[src/design/bctu_pkg.sv]
// shared constants and types of the bit column transpose unit
package bctu_pkg;
    localparam int BCTU_WORD_W = 16;
    localparam int BCTU_ADDR_W = 16;
    localparam int BCTU_IDX_W = 4;
    localparam logic [BCTU_IDX_W-1:0] BCTU_LAST_IDX = 4'hF;
    localparam logic [BCTU_ADDR_W:0] BCTU_SPAN = 17'h0000F;
    localparam logic [3:0] BCTU_DIGIT_MAX = 4'h9;
    localparam logic [3:0] BCTU_TENS_MAX = 4'h1;
    localparam logic [3:0] BCTU_ONES_MAX_TEENS = 4'h5;
    localparam logic [BCTU_WORD_W-1:0] BCTU_ZERO_WORD = 16'h0000;
    typedef enum logic [2:0] {
        BCTU_IDLE,
        BCTU_RD,
        BCTU_RQ,
        BCTU_DT,
        BCTU_WRG,
        BCTU_WRS,
        BCTU_FIN
    } bctu_state_t;
endpackage

[src/design/bctu_bcd_check.sv]
// bit designator check: two bcd digits naming a bit 00 to 15, upper byte zero
`timescale 1ns/10ps
`default_nettype none
module bctu_bcd_check
    import bctu_pkg::*;
(
    // designator in, verdict out
    input wire logic [BCTU_WORD_W-1:0] desig_i,
    output logic valid_o,
    output logic [BCTU_IDX_W-1:0] index_o
);
    logic [3:0] ones;
    logic [3:0] tens;
    assign ones = desig_i[3:0];
    assign tens = desig_i[7:4];
    assign valid_o = (desig_i[15:8] == 8'h00) && (tens <= BCTU_TENS_MAX) &&
                     (ones <= BCTU_DIGIT_MAX) &&
                     ((tens == 4'h0) || (ones <= BCTU_ONES_MAX_TEENS));
    // tens is 0 or 1 when valid, so ten plus ones fits four bits
    assign index_o = (tens == 4'h1) ? 4'(ones + 4'hA) : ones;
endmodule // bctu_bcd_check
`default_nettype wire

[src/design/bctu_unit.sv]
// bit column gather and scatter datapath
`timescale 1ns/10ps
`default_nettype none
module bctu_unit
    import bctu_pkg::*;
(
    // clock and reset
    input wire logic clock_i,
    input wire logic reset_i,
    // command from the sequencer
    input wire logic start_i,
    input wire logic op_scatter_i,
    input wire logic cond_i,
    input wire logic ind_fault_i,
    input wire logic [BCTU_WORD_W-1:0] desig_i,
    input wire logic [BCTU_ADDR_W-1:0] src_addr_i,
    input wire logic [BCTU_ADDR_W-1:0] dst_addr_i,
    input wire logic [BCTU_ADDR_W-1:0] src_area_end_i,
    input wire logic [BCTU_ADDR_W-1:0] dst_area_end_i,
    // status
    output logic busy_o,
    output logic done_o,
    output logic fault_flag_o,
    output logic zero_result_flag_o,
    // operand memory
    output logic mem_rd_o,
    output logic mem_wr_o,
    output logic [BCTU_ADDR_W-1:0] mem_addr_o,
    output logic [BCTU_WORD_W-1:0] mem_wdata_o,
    input wire logic [BCTU_WORD_W-1:0] mem_rdata_i
);
    bctu_state_t state_q;
    logic scatter_q;
    logic src_loaded_q;
    logic [BCTU_IDX_W-1:0] bit_q;
    logic [BCTU_IDX_W-1:0] idx_q;
    logic [BCTU_ADDR_W-1:0] src_q;
    logic [BCTU_ADDR_W-1:0] dst_q;
    logic [BCTU_WORD_W-1:0] acc_q;
    logic [BCTU_WORD_W-1:0] word_q;
    logic desig_ok;
    logic [BCTU_IDX_W-1:0] desig_bit;
    logic src_span_bad;
    logic dst_span_bad;
    logic any_fault;
    logic accept;
    logic [BCTU_WORD_W-1:0] bit_mask;

    bctu_bcd_check u_check (
        .desig_i(desig_i),
        .valid_o(desig_ok),
        .index_o(desig_bit)
    );

    // source set stays in one area
    assign src_span_bad = ({1'b0, src_addr_i} + BCTU_SPAN) > {1'b0, src_area_end_i};
    // destination set stays in one area
    assign dst_span_bad = ({1'b0, dst_addr_i} + BCTU_SPAN) > {1'b0, dst_area_end_i};
    assign any_fault = !desig_ok || ind_fault_i ||
                       (op_scatter_i ? dst_span_bad : src_span_bad);
    // only a true condition starts work
    assign accept = start_i && (state_q == BCTU_IDLE) && cond_i;
    assign bit_mask = BCTU_WORD_W'(1) << bit_q;

    // sequencing and memory port
    always_ff @(posedge clock_i) begin
        if (reset_i) begin
            state_q <= BCTU_IDLE;
            scatter_q <= 1'b0;
            src_loaded_q <= 1'b0;
            bit_q <= '0;
            idx_q <= '0;
            src_q <= '0;
            dst_q <= '0;
            acc_q <= BCTU_ZERO_WORD;
            word_q <= BCTU_ZERO_WORD;
            busy_o <= 1'b0;
            done_o <= 1'b0;
            mem_rd_o <= 1'b0;
            mem_wr_o <= 1'b0;
            mem_addr_o <= '0;
            mem_wdata_o <= BCTU_ZERO_WORD;
        end else begin
            done_o <= 1'b0;
            mem_rd_o <= 1'b0;
            mem_wr_o <= 1'b0;
            case (state_q)
                BCTU_IDLE: begin
                    if (start_i) begin
                        scatter_q <= op_scatter_i;
                        bit_q <= desig_bit;
                        src_q <= src_addr_i;
                        dst_q <= dst_addr_i;
                        idx_q <= '0;
                        src_loaded_q <= 1'b0;
                        // a fault ends the command before any write
                        if (!cond_i || any_fault) begin
                            done_o <= 1'b1;
                        end else begin
                            busy_o <= 1'b1;
                            state_q <= BCTU_RD;
                        end
                    end
                end
                BCTU_RD: begin
                    mem_rd_o <= 1'b1;
                    if (!scatter_q) begin
                        mem_addr_o <= BCTU_ADDR_W'(src_q + BCTU_ADDR_W'(idx_q));
                    end else if (!src_loaded_q) begin
                        mem_addr_o <= src_q;
                    end else begin
                        mem_addr_o <= BCTU_ADDR_W'(dst_q + BCTU_ADDR_W'(idx_q));
                    end
                    state_q <= BCTU_RQ;
                end
                BCTU_RQ: begin
                    // read data returns the cycle after the request
                    state_q <= BCTU_DT;
                end
                BCTU_DT: begin
                    if (!scatter_q) begin
                        // gather bit C into bit n
                        acc_q[idx_q] <= mem_rdata_i[bit_q];
                        if (idx_q == BCTU_LAST_IDX) begin
                            state_q <= BCTU_WRG;
                        end else begin
                            idx_q <= 4'(idx_q + 4'h1);
                            state_q <= BCTU_RD;
                        end
                    end else if (!src_loaded_q) begin
                        word_q <= mem_rdata_i;
                        src_loaded_q <= 1'b1;
                        state_q <= BCTU_RD;
                    end else begin
                        mem_wr_o <= 1'b1;
                        mem_wdata_o <= (mem_rdata_i & ~bit_mask) |
                                       (word_q[idx_q] ? bit_mask : BCTU_ZERO_WORD);
                        state_q <= BCTU_WRS;
                    end
                end
                BCTU_WRG: begin
                    mem_wr_o <= 1'b1;
                    mem_addr_o <= dst_q;
                    mem_wdata_o <= acc_q;
                    state_q <= BCTU_FIN;
                end
                BCTU_WRS: begin
                    if (idx_q == BCTU_LAST_IDX) begin
                        state_q <= BCTU_FIN;
                    end else begin
                        idx_q <= 4'(idx_q + 4'h1);
                        state_q <= BCTU_RD;
                    end
                end
                BCTU_FIN: begin
                    busy_o <= 1'b0;
                    done_o <= 1'b1;
                    state_q <= BCTU_IDLE;
                end
                default: begin
                    state_q <= BCTU_IDLE;
                end
            endcase
        end
    end

    // result flags
    always_ff @(posedge clock_i) begin
        if (reset_i) begin
            fault_flag_o <= 1'b0;
            zero_result_flag_o <= 1'b0;
        end else if (start_i && (state_q == BCTU_IDLE) && cond_i && any_fault) begin
            // fault reported alone, zero flag left as it was
            fault_flag_o <= 1'b1;
        end else if (state_q == BCTU_FIN) begin
            fault_flag_o <= 1'b0;
            zero_result_flag_o <= scatter_q ? (word_q == BCTU_ZERO_WORD) :
                                              (acc_q == BCTU_ZERO_WORD);
        end
    end
endmodule // bctu_unit
`default_nettype wire
[config.mk]
export PLATFORM = sky130hd
export DESIGN_NAME = bctu_unit
export DESIGN_NICKNAME = d
export VERILOG_FILES = /design/src/design/bctu_pkg.sv /design/src/design/bctu_bcd_check.sv /design/src/design/bctu_unit.sv
export SDC_FILE = /design/constraint.sdc
export NUM_CORES = 1
export LEC_CHECK = 0
export ABC_CLOCK_PERIOD_IN_PS = 6790
export BUFFER_PORTS_ARGS = -buffer_cell sky130_fd_sc_hd__clkbuf_2
export CAP_MARGIN = 0
export CORE_ASPECT_RATIO = 1.2
export CORE_MARGIN = 2
export CORE_UTILIZATION = 30
export DETAILED_ROUTE_END_ITERATION = 8
export PLACE_DENSITY = 0.56
export SLEW_MARGIN = 40
export SYNTH_ARGS = -nofsm -noshare
export SYNTH_HDL_FRONTEND = slang
export SYNTH_SLANG_ARGS = --single-unit
[constraint.sdc]
create_clock -name clock_i -period 6.79 [get_ports clock_i]
set_input_delay 0.679 -clock clock_i [delete_from_list [all_inputs] [get_ports clock_i]]
set_output_delay 0.679 -clock clock_i [all_outputs]
set_load 0.005 [all_outputs]
==> qor.csv <==
metric,value,unit
outcome,"complete, no violations",
route.met3.wl,1.11,mm
fp.dieH,176,um
ys_warn_count,0,
clk_path_buf_depth,2,
core_area,0.0245,mm2
crit_required,7.08,ns
final_common_cell,nand2_1,
dr.pass1.iters,5,
setup_ws,3.29,ns
power_leakage,3.74,nW
grt_max_degree,72,
worstSetupPathType,input pin to flip-flop,
num_rows,63,
skew,0.00766,ns
drv_cap,0,
crit_top_cell,ha_1,
start_util,0.303,
synthCells,967,
crit_path_end_kind,flip-flop,
fp.dieW,148,um
diodes,0,
synth_cell_type_count,60,
tightest_slew,0.784,ns
cts_hold_buf,0,
vias,7409,
fin_nets,1226,
cts_root_buffer,clkbuf_16,
grt.overflow.total,0,
routedWlPerCell,16.5,um
slew_headroom,0.477,
htree_num_levels,4,
synth_flop_cell,dfxtp_1,
fp.dieArea,0.0260,mm2
drive_gt1_frac,0.179,
critical_path.max_stage_delay,0.58,ns
ir_worst_vdd,0.000119,V
finalMaxSlewViolations,0,
fin_tns_setup,0,ns
rsz0062_at_grt,false,
min_period,3.50,ns
synthArstFlopShare,0,
syn_nets,1118,
pre_cts_ws,2.89,ns
clk_pin_slew_worst_paths,0.05,ns
cp_max_fo,5,
gp_congestion,0.871,
grt_pass1_wl,37.1,mm
drtIter0Drc,406,
critPathArrivalTime,3.79,ns
cts_tree,yes,
met2_length,11.6,mm
syn-cell-area,0.00743,mm2
cp_cell_sequence,clkbuf_2 -> inv_1 -> ha_1 -> nor3b_1 -> or3_1 -> nor2_1 -> xor2_1 -> ha_1 -> nand3_1 -> nor4_1 -> a21boi_1 -> or4_1 -> a311oi_1 -> a31oi_1,
hold_path.class,flip-flop to flip-flop,
cts_resized,0,
period_share,0.515,
synth-edff-count,0,
cp_slowest_cell,or4_1,
track_usage,0.181,
grt_antenna_before_repair,0,
setup-violations-final,0,
drc_errors,0,
io_pins,140,
hold_violations,0,
synth-seq-cells,115,
startpoint_type,input pin,
grt_pass1_vias,6987,
ant_nets,0,
powerDensity,221,mW/mm2
vias_per_cell,5.24,
final_cell_mix,"nand2_1 (175), clkbuf_2 (138), dfxtp_1 (115)",
clk_latency,0.42,ns
cts_setup_buffers,0,
yosysSeqAreaShare,0.310,
max_freq,286,MHz
nFillCells,2590,
io_buffers,139,
hpwl,17.4,mm
clock_sinks,115,
finalWirelength,23.4,mm
syn2layout_area_growth,20.9,%
syn_avg_cell_area,7.68,um2
highest_layer,met4,
cts-buffers-inserted,17,
wl_met1,9.99,mm
-- logic make-up after synthesis --
logic type,synth area share
DFF,0.310
and+or+nand+nor,0.246
adders and majority gates,0.0846
AOI/OAI and AO/OA,0.174
xor gates and xnor gates,0.0519
muxes,0.0734
buffers and inverters,0.0603
-- where the power goes --
part	switching [mW]	internal, mW	total [mW]
combinational	0.170	0.119	0.289
sequential	0.0468	0.703	0.750
clock	0.330	0.616	0.946
total	0.546	1.44	1.99
-- path summary, 6_finish.rpt --
kind	startpoint	to	slack, ns	cells past startpoint
setup / recovery	dst_addr_i[0]	done_o	3.29	14
hold / removal	fault_flag_o	fault_flag_o	0.45	2
setup reg to reg	idx_q[0]	mem_addr_o[12]	3.90	9
hold reg to reg	fault_flag_o	fault_flag_o	0.45	2
-- registers in the layout, summed over array words and instances (netlist names) --
signal              cells
mem_wdata_o            16
acc_q                  16
mem_rd_o                1
dst_q                  16
src_loaded_q            1
mem_addr_o             16
busy_o                  1
done_o                  1
fault_flag_o            1
bit_q                   4
word_q                 16
scatter_q               1
src_q                  16
state_q                 3
mem_wr_o                1
idx_q                   4
zero_result_flag_o      1
-- critical path: cells and delay by family --
kind | cells | cell delay, ns
buf+inv | 2 | 0.17
xor+xnor | 1 | 0.17
fa+ha+maj | 2 | 0.48
compound gates | 3 | 0.64
simple gates | 6 | 1.66
-- through the flow --
stage / power [mW] / utilization / instances / area, um2 / hold slack (ns)
after floorplan: 0.939 / - / 967 / 7430 / 0.441
after global placement: 1.05 / 0.340 / 1381 / 8330 / 0.442
after detailed placement: 1.05 / 0.340 / 1381 / 8340 / 0.448
after CTS: 2.00 / 0.366 / 1413 / 8970 / 0.455
after global routing: 2.08 / 0.366 / 1413 / 8980 / 0.479
final: 1.99 / 0.366 / 1413 / 8980 / 0.453
-- final cells by class --
type	instances	area, um2	share of cell area
Clock inverter	11	151	0.0169
Tap cell	325	407	0.0453
Multi-Input combinational cell	742	4700	0.523
Clock buffer	21	480	0.0535
Sequential cell	115	2300	0.256
Timing Repair Buffer	144	736	0.0819
Inverter	55	206	0.0230
-- cell usage after synthesis (8+ instances only) --
| cell type | n | area share |
|---|---|---|
| nand2_1 | 176 | 0.089 |
| dfxtp_1 | 115 | 0.31 |
| a21oi_1 | 94 | 0.063 |
| nor2_1 | 57 | 0.029 |
| inv_1 | 53 | 0.027 |
| ha_1 | 47 | 0.079 |
| clkbuf_1 | 42 | 0.021 |
| nand3_1 | 32 | 0.022 |
| a211oi_1 | 30 | 0.030 |
| nor3_1 | 30 | 0.020 |
| mux2i_1 | 29 | 0.039 |
| o21ai_0 | 28 | 0.019 |
| xnor2_1 | 25 | 0.029 |
| nand4_1 | 23 | 0.019 |
| or3_1 | 20 | 0.017 |
| xor2_1 | 19 | 0.022 |
| a31oi_1 | 9 | 0.0076 |
| and3_1 | 9 | 0.0076 |
| o22ai_1 | 9 | 0.0076 |
| mux4_2 | 8 | 0.024 |
| nor4_1 | 8 | 0.0067 |
| o211ai_1 | 8 | 0.0081 |
| o21ai_1 | 8 | 0.0054 |
-- per-layer routing --
layer | vias to the layer above | track usage
li1 | 3655 | -
met1 | 3499 | 0.219
met2 | 215 | 0.317
met3 | 40 | 0.0302
met4 | 0 | 0.0749
met5 | - | 0
Power figures use the tool's default switching activity.
